`config.mk`:
```
export PLATFORM = sky130hd
export DESIGN_NAME = addr_space_decoder
export DESIGN_NICKNAME = d
export VERILOG_FILES = /design/src/verilog/addr_space_pkg.sv /design/src/verilog/addr_space_decoder.sv /design/src/verilog/cfg_reg_mem.sv
export SDC_FILE = /design/constraint.sdc
export NUM_CORES = 2
export LEC_CHECK = 0
export BUFFER_PORTS_ARGS = -buffer_cell sky130_fd_sc_hd__buf_4
export CAP_MARGIN = 20
export CELL_PAD_IN_SITES_DETAIL_PLACEMENT = 1
export CELL_PAD_IN_SITES_GLOBAL_PLACEMENT = 2
export CORE_MARGIN = 10
export CORE_UTILIZATION = 44
export CTS_CLUSTER_DIAMETER = 80
export DETAILED_ROUTE_END_ITERATION = 10
export PLACE_DENSITY = 0.85
export SLEW_MARGIN = 40
export SYNTH_ARGS = -nofsm -noshare
export SYNTH_HDL_FRONTEND = slang
export SYNTH_HIERARCHICAL = 1
export SYNTH_SLANG_ARGS = --single-unit
```
`constraint.sdc`:
```
create_clock -name mclk -period 6 [get_ports mclk]
set_input_delay 0 -clock mclk [delete_from_list [all_inputs] [get_ports mclk]]
set_output_delay 0 -clock mclk [all_outputs]
set_load 0.005 [all_outputs]
```
`src/verilog/addr_space_pkg.sv`:
```
// address map, request header and verdict types for the link address decoder
// assumes a single core clock; addresses are carried at full 64-bit width
package addr_space_pkg;

  // ----------------------------------------------------------------------
  // address map
  // ----------------------------------------------------------------------
  localparam logic [63:0] BASE_INTR   = 64'h0000_00FD_0000_0000;
  localparam logic [63:0] BASE_IACK   = 64'h0000_00FD_F900_0000;
  localparam logic [63:0] BASE_SMGT   = 64'h0000_00FD_F910_0000;
  localparam logic [63:0] BASE_RSVD_A = 64'h0000_00FD_F920_0000;
  localparam logic [63:0] BASE_IO     = 64'h0000_00FD_FC00_0000;
  localparam logic [63:0] BASE_CFG    = 64'h0000_00FD_FE00_0000;
  localparam logic [63:0] BASE_XCFG   = 64'h0000_00FE_0000_0000;
  localparam logic [63:0] BASE_RSVD_B = 64'h0000_00FE_2000_0000;
  localparam logic [63:0] BASE_MEM_HI = 64'h0000_0100_0000_0000;

  // ----------------------------------------------------------------------
  // field positions and constants
  // ----------------------------------------------------------------------
  localparam logic [7:0]  INTR_TAG     = 8'hF8;
  localparam int          INTR_TAG_LSB = 24;
  localparam int          WIN_ALIGN_W  = 6;
  localparam int          CFG_IDX_W    = 6;
  localparam int          CFG_IDX_LSB  = 2;
  localparam int          CFG_TYPE_BIT = 24;
  localparam int          CFG_BUS_LSB  = 16;
  localparam int          CFG_DEV_LSB  = 11;
  localparam int          XCFG_BUS_LSB = 20;
  localparam int          XCFG_DEV_LSB = 15;
  localparam logic [3:0]  XCFG_HI_ZERO = 4'h0;
  localparam logic [63:0] BEAT_STEP    = 64'h0000_0000_0000_0004;
  localparam logic [3:0]  ONE_DW       = 4'h1;
  localparam logic [31:0] DATA_RST     = 32'h0000_0000;
  localparam logic [63:0] ADDR_RST     = 64'h0000_0000_0000_0000;

  // ----------------------------------------------------------------------
  // types
  // ----------------------------------------------------------------------
  typedef enum logic [3:0] {
    RG_MEM  = 4'h0,
    RG_INTR = 4'h1,
    RG_IACK = 4'h2,
    RG_SMGT = 4'h3,
    RG_RSVD = 4'h4,
    RG_IO   = 4'h5,
    RG_CFG  = 4'h6,
    RG_XCFG = 4'h7
  } region_t;

  typedef enum logic [2:0] {
    ST_IDLE = 3'b001,
    ST_WAIT = 3'b010,
    ST_RESP = 3'b100
  } rsp_state_t;

  typedef struct packed {
    logic [63:0] addr;
    logic        write;
    logic        posted;
    logic        bcast;
    logic        upstream;
    logic [3:0]  dw_cnt;
    logic [3:0]  seqid;
    logic [31:0] data;
  } req_hdr_t;

  typedef struct packed {
    region_t region;
    logic    illegal;
    logic    abort;
    logic    claim;
    logic    forward;
    logic    devmsg;
    logic    msg_type1;
  } verdict_t;

endpackage

```
`src/verilog/addr_space_decoder.sv`:
```
// link request address decoder with local target, requester and beat order
// assumes link headers and beats arrive on mclk from same-clock link logic
`timescale 1ns/1ps
// Function
// - special regions found from upper address bits
// - io and config decoded from fixed ranges
// - memory below and above special window
// - interrupt spaces never claimed, forwarded when is_tunnel
// - interrupts carry f8 in bits 31:24
// - multi-doubleword config access target aborted
// - extended config nonposted hits config registers
// - extended config posted write is message
// - low 256 bytes shared by both regions
// - claimed window aligned to 64 bytes
// - reserved not claimed, forwarded or end-of-chain
// - one outstanding nonposted request at most
// - one response buffer per outstanding request
// - respond only after effects globally visible
// - data beats executed in transmitted order
// - config read returns latest written data
module addr_space_decoder (
  input  wire logic                      mclk,
  input  wire logic                      srst,
  input  wire logic                      req_valid,
  input  wire addr_space_pkg::req_hdr_t  req,
  output addr_space_pkg::verdict_t       verdict,
  output logic                           verdict_valid,
  output logic                           req_ready,
  input  wire logic [63:0]               win_base,
  input  wire logic [63:0]               win_limit,
  input  wire logic [7:0]                bus_num,
  input  wire logic [4:0]                dev_num,
  input  wire logic                      is_tunnel,
  output logic                           fwd_valid,
  output addr_space_pkg::req_hdr_t       fwd_hdr,
  output logic                           msg_valid,
  output logic                           tgt_valid,
  output logic [63:0]                    tgt_addr,
  output logic                           tgt_write,
  input  wire logic                      tgt_done,
  input  wire logic [31:0]               tgt_rdata,
  input  wire logic                      beat_valid,
  input  wire logic [31:0]               beat_data,
  output logic                           exec_valid,
  output logic [63:0]                    exec_addr,
  output logic [31:0]                    exec_data,
  output logic                           rsp_valid,
  output logic                           rsp_abort,
  output logic [31:0]                    rsp_data,
  input  wire logic                      loc_req_valid,
  input  wire addr_space_pkg::req_hdr_t  loc_req,
  input  wire logic                      loc_intr_valid,
  input  wire logic [23:0]               loc_intr_vec,
  output logic                           loc_req_ready,
  output logic                           lnk_req_valid,
  output addr_space_pkg::req_hdr_t       lnk_req,
  input  wire logic                      lnk_rsp_valid,
  input  wire logic [31:0]               lnk_rsp_data,
  output logic                           loc_rsp_valid,
  output logic [31:0]                    loc_rsp_data
);
  import addr_space_pkg::*;

  // ----------------------------------------------------------------------
  // region decode
  // ----------------------------------------------------------------------
  function automatic region_t region_of(input logic [63:0] a);
    region_t r;
    if (a < BASE_INTR || a >= BASE_MEM_HI) r = RG_MEM;
    else if (a < BASE_IACK)   r = RG_INTR;
    else if (a < BASE_SMGT)   r = RG_IACK;
    else if (a < BASE_RSVD_A) r = RG_SMGT;
    else if (a < BASE_IO)     r = RG_RSVD;
    else if (a < BASE_CFG)    r = RG_IO;
    else if (a < BASE_XCFG)   r = RG_CFG;
    else if (a < BASE_RSVD_B) r = RG_XCFG;
    else                      r = RG_RSVD;
    return r;
  endfunction

  rsp_state_t state_q, state_d;
  verdict_t   verdict_q;
  logic       verdict_valid_q;
  logic       req_ready_q;
  logic       fwd_valid_q, msg_valid_q;
  req_hdr_t   fwd_hdr_q;
  logic       tgt_valid_q, tgt_write_q;
  logic [63:0] tgt_addr_q;
  logic       cfg_op_q, rsp_abort_q, rsp_valid_q;
  logic [31:0] rsp_data_q;
  logic [3:0] beat_left_q;
  logic [63:0] beat_addr_q;
  logic       exec_valid_q;
  logic [63:0] exec_addr_q;
  logic [31:0] exec_data_q;
  logic       outst_q, lnk_req_valid_q, loc_rsp_valid_q;
  req_hdr_t   lnk_req_q;
  logic [31:0] loc_rsp_data_q;
  logic [31:0] cfg_rdata;

  wire        acc      = req_valid && req_ready_q;
  wire region_t rg     = region_of(req.addr);
  wire        wr_np    = req.write && !req.posted;
  wire        wr_p     = req.write && (req.posted || req.bcast);
  wire        is_io_cfg = (rg == RG_IO) || (rg == RG_CFG);
  wire        is_int_sm = (rg == RG_INTR) || (rg == RG_SMGT);
  wire        multi_dw  = req.dw_cnt > ONE_DW;

  // requests the far side must never send; flagged, never executed here
  wire ill_iocfg = is_io_cfg && wr_p;
  wire ill_intsm = is_int_sm && wr_np;
  wire ill_iack  = (rg == RG_IACK) && (req.write || req.bcast || req.upstream);
  wire illegal_now = ill_iocfg || ill_intsm || ill_iack;

  // ----------------------------------------------------------------------
  // local claim
  // ----------------------------------------------------------------------
  // low bits dropped so the claimed window always starts on 64 bytes
  wire [63:0] win_lo = {win_base[63:WIN_ALIGN_W], {WIN_ALIGN_W{1'b0}}};
  wire [63:0] win_hi = {win_limit[63:WIN_ALIGN_W], {WIN_ALIGN_W{1'b1}}};
  wire mem_hit = (rg == RG_MEM) && req.addr >= win_lo && req.addr <= win_hi;

  wire [7:0] cfg_bus  = req.addr[CFG_BUS_LSB +: 8];
  wire [4:0] cfg_dev  = req.addr[CFG_DEV_LSB +: 5];
  wire [7:0] xcfg_bus = req.addr[XCFG_BUS_LSB +: 8];
  wire [4:0] xcfg_dev = req.addr[XCFG_DEV_LSB +: 5];
  wire cfg_hit  = (rg == RG_CFG) && !req.addr[CFG_TYPE_BIT] && cfg_dev == dev_num;
  // only the low 256 bytes exist here, reached alike from both regions
  wire xcfg_low = req.addr[11:8] == XCFG_HI_ZERO;
  wire xcfg_me  = (rg == RG_XCFG) && xcfg_bus == bus_num && xcfg_dev == dev_num;
  wire xcfg_reg = xcfg_me && !req.posted && xcfg_low;
  wire devmsg_now = (rg == RG_XCFG) && req.write && req.posted;
  wire msg_type1  = xcfg_bus != bus_num;
  wire msg_local  = devmsg_now && !msg_type1 && xcfg_dev == dev_num;
  wire cfg_claim  = (cfg_hit || xcfg_reg) && !illegal_now;
  // multi-dword config access is aborted rather than split
  wire abort_now  = cfg_claim && multi_dw;
  wire claim_now  = (mem_hit || cfg_claim || msg_local) && !illegal_now;
  // interrupt, iack and system-management space is never claimed
  wire fwd_now    = !claim_now && is_tunnel;
  wire eoc_np     = !claim_now && !is_tunnel && !req.posted;
  wire [CFG_IDX_W-1:0] cfg_idx = req.addr[CFG_IDX_LSB +: CFG_IDX_W];
  wire cfg_wr  = acc && cfg_claim && !abort_now && req.write;
  wire np_loc  = acc && !req.posted && (claim_now || eoc_np || illegal_now);
  wire mem_op  = acc && mem_hit && !illegal_now;

  verdict_t verdict_now;
  assign verdict_now.region    = rg;
  assign verdict_now.illegal   = illegal_now;
  assign verdict_now.abort     = abort_now;
  assign verdict_now.claim     = claim_now;
  assign verdict_now.forward   = fwd_now;
  assign verdict_now.devmsg    = devmsg_now;
  assign verdict_now.msg_type1 = msg_type1;

  cfg_reg_mem u_cfg (
    .mclk    (mclk),
    .wr_en   (cfg_wr),
    .wr_idx  (cfg_idx),
    .wr_data (req.data),
    .rd_idx  (cfg_idx),
    .rd_data (cfg_rdata)
  );

  // ----------------------------------------------------------------------
  // response sequencer
  // ----------------------------------------------------------------------
  // only one local nonposted is in flight, so one response slot suffices
  wire direct_rsp = abort_now || illegal_now || eoc_np;
  always_comb begin
    state_d = state_q;
    case (state_q)
      ST_IDLE: begin
        if (np_loc) begin
          state_d = direct_rsp ? ST_RESP : ST_WAIT;
        end
      end
      ST_WAIT: begin
        if (cfg_op_q || tgt_done) begin
          state_d = ST_RESP;
        end
      end
      ST_RESP: begin
        state_d = ST_IDLE;
      end
      default: begin
        state_d = ST_IDLE;
      end
    endcase
  end

  wire take_rsp = state_q == ST_WAIT && state_d == ST_RESP;
  wire [31:0] rsp_data_d = cfg_op_q ? cfg_rdata : tgt_rdata;

  always_ff @(posedge mclk) begin
    if (srst) begin
      state_q     <= ST_IDLE;
      req_ready_q <= 1'b0;
      cfg_op_q    <= 1'b0;
      rsp_valid_q <= 1'b0;
      rsp_abort_q <= 1'b0;
      rsp_data_q  <= DATA_RST;
    end else begin
      state_q     <= state_d;
      req_ready_q <= state_d == ST_IDLE && !np_loc;
      cfg_op_q    <= np_loc ? cfg_claim : cfg_op_q;
      rsp_valid_q <= state_d == ST_RESP;
      rsp_abort_q <= np_loc ? direct_rsp : (take_rsp ? 1'b0 : rsp_abort_q);
      rsp_data_q  <= take_rsp ? rsp_data_d : (np_loc ? DATA_RST : rsp_data_q);
    end
  end

  // ----------------------------------------------------------------------
  // verdict, forward and local target strobes
  // ----------------------------------------------------------------------
  always_ff @(posedge mclk) begin
    if (srst) begin
      verdict_q       <= '0;
      verdict_valid_q <= 1'b0;
      fwd_valid_q     <= 1'b0;
      fwd_hdr_q       <= '0;
      msg_valid_q     <= 1'b0;
      tgt_valid_q     <= 1'b0;
      tgt_write_q     <= 1'b0;
      tgt_addr_q      <= ADDR_RST;
    end else begin
      verdict_q       <= acc ? verdict_now : verdict_q;
      verdict_valid_q <= acc;
      fwd_valid_q     <= acc && fwd_now;
      fwd_hdr_q       <= acc ? req : fwd_hdr_q;
      msg_valid_q     <= acc && msg_local && !illegal_now;
      tgt_valid_q     <= mem_op;
      tgt_write_q     <= mem_op ? req.write : tgt_write_q;
      tgt_addr_q      <= mem_op ? req.addr : tgt_addr_q;
    end
  end

  // ----------------------------------------------------------------------
  // write beats
  // ----------------------------------------------------------------------
  // a single register stage keeps beats in arrival order; no reordering
  wire beat_take = beat_valid && beat_left_q != 4'h0;
  always_ff @(posedge mclk) begin
    if (srst) begin
      beat_left_q  <= 4'h0;
      beat_addr_q  <= ADDR_RST;
      exec_valid_q <= 1'b0;
      exec_addr_q  <= ADDR_RST;
      exec_data_q  <= DATA_RST;
    end else begin
      if (mem_op && req.write) begin
        beat_left_q <= req.dw_cnt;
        beat_addr_q <= req.addr;
      end else if (beat_take) begin
        beat_left_q <= beat_left_q - 4'h1;
        beat_addr_q <= beat_addr_q + BEAT_STEP;
      end
      exec_valid_q <= beat_take;
      exec_addr_q  <= beat_take ? beat_addr_q : exec_addr_q;
      exec_data_q  <= beat_take ? beat_data : exec_data_q;
    end
  end

  // ----------------------------------------------------------------------
  // local requester
  // ----------------------------------------------------------------------
  req_hdr_t intr_hdr;
  always_comb begin
    intr_hdr        = '0;
    intr_hdr.addr   = BASE_INTR;
    intr_hdr.addr[INTR_TAG_LSB +: 8] = INTR_TAG;
    intr_hdr.addr[23:0] = loc_intr_vec;
    intr_hdr.write  = 1'b1;
    intr_hdr.posted = 1'b1;
    intr_hdr.dw_cnt = ONE_DW;
  end

  wire issue_intr = loc_intr_valid && loc_req_ready;
  wire issue_req  = loc_req_valid && loc_req_ready && !loc_intr_valid;
  wire issue_np   = issue_req && !loc_req.posted;

  always_ff @(posedge mclk) begin
    if (srst) begin
      outst_q         <= 1'b0;
      lnk_req_valid_q <= 1'b0;
      lnk_req_q       <= '0;
      loc_rsp_valid_q <= 1'b0;
      loc_rsp_data_q  <= DATA_RST;
    end else begin
      outst_q         <= issue_np || (outst_q && !lnk_rsp_valid);
      lnk_req_valid_q <= issue_intr || issue_req;
      lnk_req_q       <= issue_intr ? intr_hdr : (issue_req ? loc_req : lnk_req_q);
      loc_rsp_valid_q <= lnk_rsp_valid && outst_q;
      loc_rsp_data_q  <= (lnk_rsp_valid && outst_q) ? lnk_rsp_data : loc_rsp_data_q;
    end
  end

  // ready held low the cycle after issue, and for a nonposted request until the response comes back
  assign loc_req_ready = !outst_q && !lnk_req_valid_q;

  assign verdict       = verdict_q;
  assign verdict_valid = verdict_valid_q;
  assign req_ready     = req_ready_q;
  assign fwd_valid     = fwd_valid_q;
  assign fwd_hdr       = fwd_hdr_q;
  assign msg_valid     = msg_valid_q;
  assign tgt_valid     = tgt_valid_q;
  assign tgt_addr      = tgt_addr_q;
  assign tgt_write     = tgt_write_q;
  assign exec_valid    = exec_valid_q;
  assign exec_addr     = exec_addr_q;
  assign exec_data     = exec_data_q;
  assign rsp_valid     = rsp_valid_q;
  assign rsp_abort     = rsp_abort_q;
  assign rsp_data      = rsp_data_q;
  assign lnk_req_valid = lnk_req_valid_q;
  assign lnk_req       = lnk_req_q;
  assign loc_rsp_valid = loc_rsp_valid_q;
  assign loc_rsp_data  = loc_rsp_data_q;
endmodule

```
`src/verilog/cfg_reg_mem.sv`:
```
// configuration register store, one word per index, registered read port
// assumes one write and one read per clock from the decoder
`timescale 1ns/1ps
module cfg_reg_mem (
  input  wire logic                                  mclk,
  input  wire logic                                  wr_en,
  input  wire logic [addr_space_pkg::CFG_IDX_W-1:0]  wr_idx,
  input  wire logic [31:0]                           wr_data,
  input  wire logic [addr_space_pkg::CFG_IDX_W-1:0]  rd_idx,
  output logic      [31:0]                           rd_data
);
  import addr_space_pkg::*;

  logic [31:0] mem [2**CFG_IDX_W];

  // ----------------------------------------------------------------------
  // storage
  // ----------------------------------------------------------------------
  // a read of the word being written returns the new value
  always_ff @(posedge mclk) begin
    if (wr_en) begin
      mem[wr_idx] <= wr_data;
    end
    rd_data <= (wr_en && wr_idx == rd_idx) ? wr_data : mem[rd_idx];
  end

endmodule

```
==> impl_metrics.csv <==
group,metric,value,unit
worst_setup_path,timing.critical_path.fanout_max,24,
floorplan,top_level_ports,948,
floorplan,floorplan.die_area,0.2502,mm²
power,pwr_density,315.1,mW/mm²
floorplan,initial_utilization,0.4417,
route,route.vias.total,69080,
worst_hold_path,worstHoldEndpoint,"u_cfg/mem[10][13]",
placement,dp_cells,9943,
clock_tree,worstSkewPairLatency,980,ps
yosys,synth-main-ff-cell,"edfxtp_1",
final_layout,area_growth,29.67,%
yosys,yosys_register_bits,2587,
route,route.detailed.vias_per_inst,6.070,
final_layout,finish.cell_count_without_fillers,11380,
clock_tree,clkSinkCount,2587,
route,firstDrtPassIters,6,
clock_tree,path_clk_slew,60,ps
worst_hold_path,worstHoldStart,"req[13]",
sta,slew_headroom,0.3509,
global_route,grt_pass1_vias,72320,
final_layout,count_of_filler_cells_inserted_in_the_layout,21150,
yosys,synth-edff-count,2048,
global_route,grt_remaining_overflow,0,
worst_setup_path,worstRegToRegCells,8,
yosys,syn_avg_cell_area,16.40,µm²
sta,hold_viol_final,1,
final_layout,fin_util,0.5728,
clock_tree,numCtsBuffers,292,
global_route,grt_start_max_net_pins,103,
sta,unrepaired_setup_endpoints_after_global_routing,"true",
global_route,globalRouteTotalUtil,0.3127,
global_route,grt_pass1_wl,563.8,mm
route,wirelength,404.4,mm
sta,timing.final.crit_share,0.9907,
floorplan,core.rowCount,176,
sta,hold_slack,-0.4657,ps
worst_setup_path,timing.rr.end,"u_cfg/mem[42][11]",
sta,tightest_slew,973.6,ps
floorplan,die_width,500.2,µm
final_layout,final_common_cell,"edfxtp_1",
sta,finClkSkew,81.12,ps
clock_tree,ctsHtreeMaxLevel,5,
clock_tree,cts.path.max_buffers,4,
worst_setup_path,critical_path_at,6500,ps
sta,report.final.slew_viol_count,0,
worst_setup_path,timing.critical_path.required,6550,ps
route,initialDrtViolationCount,9230,
worst_setup_path,crit_path_end_kind,"flip-flop",
power,vdd_drop_max,303.5,µV
final_layout,seq_area,0.07231,mm²
final_layout,layout_common_cells,"edfxtp_1 (2048), buf_4 (1049), dlygate4sd3_1 (888)",
placement,port_buffers,934,
clock_tree,root_buffer,"clkbuf_16",
yosys,synth.yosys.warnings,6,
run_status,run_status,"finished with violations",
worst_setup_path,rr_startpoint,"req_ready",
global_route,grt_antenna_before_repair,49,
worst_setup_path,critical_path_class,"in2reg",
yosys,ys_seq_area_frac,0.7125,
final_layout,final_net_count,8715,
yosys,synth_cell_type_count,79,
worst_setup_path,type_of_origin_of_the_critical_path,"input pin",
yosys,synth_async_sr_flop_share,0,
route,detail_route.drc_violations,0,
final_layout,layout-drive-gt1-share,0.2625,
power,power.static_leakage,45.91,nW
placement,finalWeightedCongestion,0.9235,
run_status,violations_in_the_final_reports,"negative hold slack",
worst_hold_path,holdCritPathClass,"in2reg",
placement,detailed_place_hpwl,242.5,mm
worst_hold_path,worstHoldPathCells,2,
yosys,synth_area,0.1015,mm²
sta,clock.fmax,168.2,MHz
run,max_cap_viol_count,0,
sta,fin_tns_setup,0,ps
yosys,syn-instance-count,6187,
clock_tree,tritoncts,"yes",
yosys,synth_fp_nets,6791,
route,wl_per_cell,35.53,µm
sta,min_period,5944,ps
route,final_antenna_net_count,0,
floorplan,core_area,0.2297,mm²
floorplan,die_height,500.2,µm
final_layout,multi_input_comb_area,0.02775,mm²
worst_setup_path,rrSetupSlack,1530,ps
sta,setup_viol,0,
flip-flops by register name, indices dropped and copies added (netlist names), 3 cells and up, named ones only:
| name | cells |
|---|---|
| beat_addr_q | 64 |
| tgt_addr | 64 |
| beat_left_q | 4 |
| verdict | 9 |
| rsp_data | 32 |
| exec_addr | 64 |
| lnk_req | 108 |
| u_cfg/mem | 2048 |
| fwd_hdr | 108 |
| loc_rsp_data | 32 |
| state_q | 3 |
| exec_data | 32 |
Yosys cell counts, drive strengths merged (10+ instances only):
| master | n | share of area |
|---|---|---|
| nor3 | 42 | 0.0021 |
| a211oi | 107 | 0.0079 |
| nand2 | 705 | 0.026 |
| ha | 118 | 0.015 |
| or3 | 11 | 0.00068 |
| a22oi | 13 | 0.00096 |
| nor2 | 372 | 0.014 |
| and3 | 21 | 0.0013 |
| nor2b | 17 | 0.0010 |
| clkbuf | 232 | 0.0086 |
| dfxtp | 539 | 0.11 |
| buf | 131 | 0.0070 |
| nand3 | 50 | 0.0026 |
| mux2i | 194 | 0.019 |
| xor2 | 36 | 0.0031 |
| edfxtp | 2048 | 0.61 |
| and2 | 12 | 0.00076 |
| a21o | 10 | 0.00074 |
| o22ai | 122 | 0.0075 |
| and4 | 12 | 0.0010 |
| inv | 135 | 0.0050 |
| nand2b | 12 | 0.00074 |
| mux4 | 544 | 0.12 |
| o211ai | 10 | 0.00088 |
| xnor2 | 44 | 0.0038 |
| a311oi | 12 | 0.0010 |
| a21oi | 436 | 0.022 |
| o221ai | 30 | 0.0026 |
| nand4 | 39 | 0.0024 |
| o21ai | 49 | 0.0024 |
report_power, final:
part	total (mW)	switching [mW]	internal (mW)	leakage, nW
Sequential	19.7	0.187	19.5	22.8
Combinational	3.96	2.36	1.60	18.6
Clock	17.8	7.38	10.4	4.53
Total	41.5	9.93	31.5	45.9
critical path: stages:
cell and delay (ps):
dlygate4sd3_1 530, dlygate4sd3_1 570, buf_4 210, xnor2_1 170
nand4_1 90, dlygate4sd3_1 570, nor2_1 120, dlygate4sd3_1 700
o2111ai_1 200, or4_4 560, a21oi_4 200, nor4b_2 210
buf_4 220, nor2b_1 440, nand2_1 630, nor2_4 530
buf_4 480
per-stage QoR:
stage	cell area [µm²]	hold WS, ps	power, mW	setup WS (ps)
6_report	131600	-0.4657	41.46	56.01
5_1_grt	131500	4.604	42.53	-89.37
4_1_cts	131300	0.3825	41.27	93.11
3_5_place_dp	113100	259.8	23.26	1080
3_3_place_gp	112600	246.8	23.12	1128
2_1_floorplan	101500	27.72	21.52	782.0
routing by layer:
layer | track usage | share of wire | up-vias
met2 | 0.5155 | 0.48 | 4362
met5 | 0 | 0.000084 | -
met1 | 0.3765 | 0.35 | 35720
met4 | 0.1922 | 0.075 | 6
li1 | - | - | 27880
met3 | 0.06791 | 0.090 | 1121
cell type report:
class	instances	area share
inverters	136	0.003880
repair buffers	1993	0.1356
diodes	30	0.0005706
flip-flops and latches	2587	0.5496
well taps	3026	0.02878
clock buffers	364	0.06019
clock inverters	144	0.01045
multi-input cells	3101	0.2109
how the worst max path moves through the flow:
stage | from | endpoint | slack (ps)
after CTS | req[64] | u_cfg/mem[10][24] | 90
after detailed placement | req[81] | u_cfg/mem[10][11] | 1080
after global routing | req[64] | u_cfg/mem[32][6] | -90
after global placement | win_limit[55] | beat_addr_q[0] | 1130
after floorplan | req[106] | u_cfg/mem[48][0] | 780
final | req[64] | u_cfg/mem[42][11] | 60
what timing repair did:
action                                  4_1_cts  5_1_grt
endpoints found under the setup margin        0       59
resized for setup                             0        1
hold endpoints to repair                   2672       12
hold buffers                                887        1
buffers inserted                              0        4
logic make-up after synthesis:
| logic type | after synthesis | synth area share |
|---|---|---|
| compound gates | 829 | 0.04935 |
| xor+xnor | 80 | 0.006906 |
| fa+ha+maj | 118 | 0.01455 |
| other cells | 1 | 0.00003696 |
| simple gates | 1335 | 0.05611 |
| flops | 2587 | 0.7125 |
| mux | 738 | 0.1399 |
| buf+inv | 499 | 0.02062 |
No activity file was read; power rests on OpenSTA's default activity.
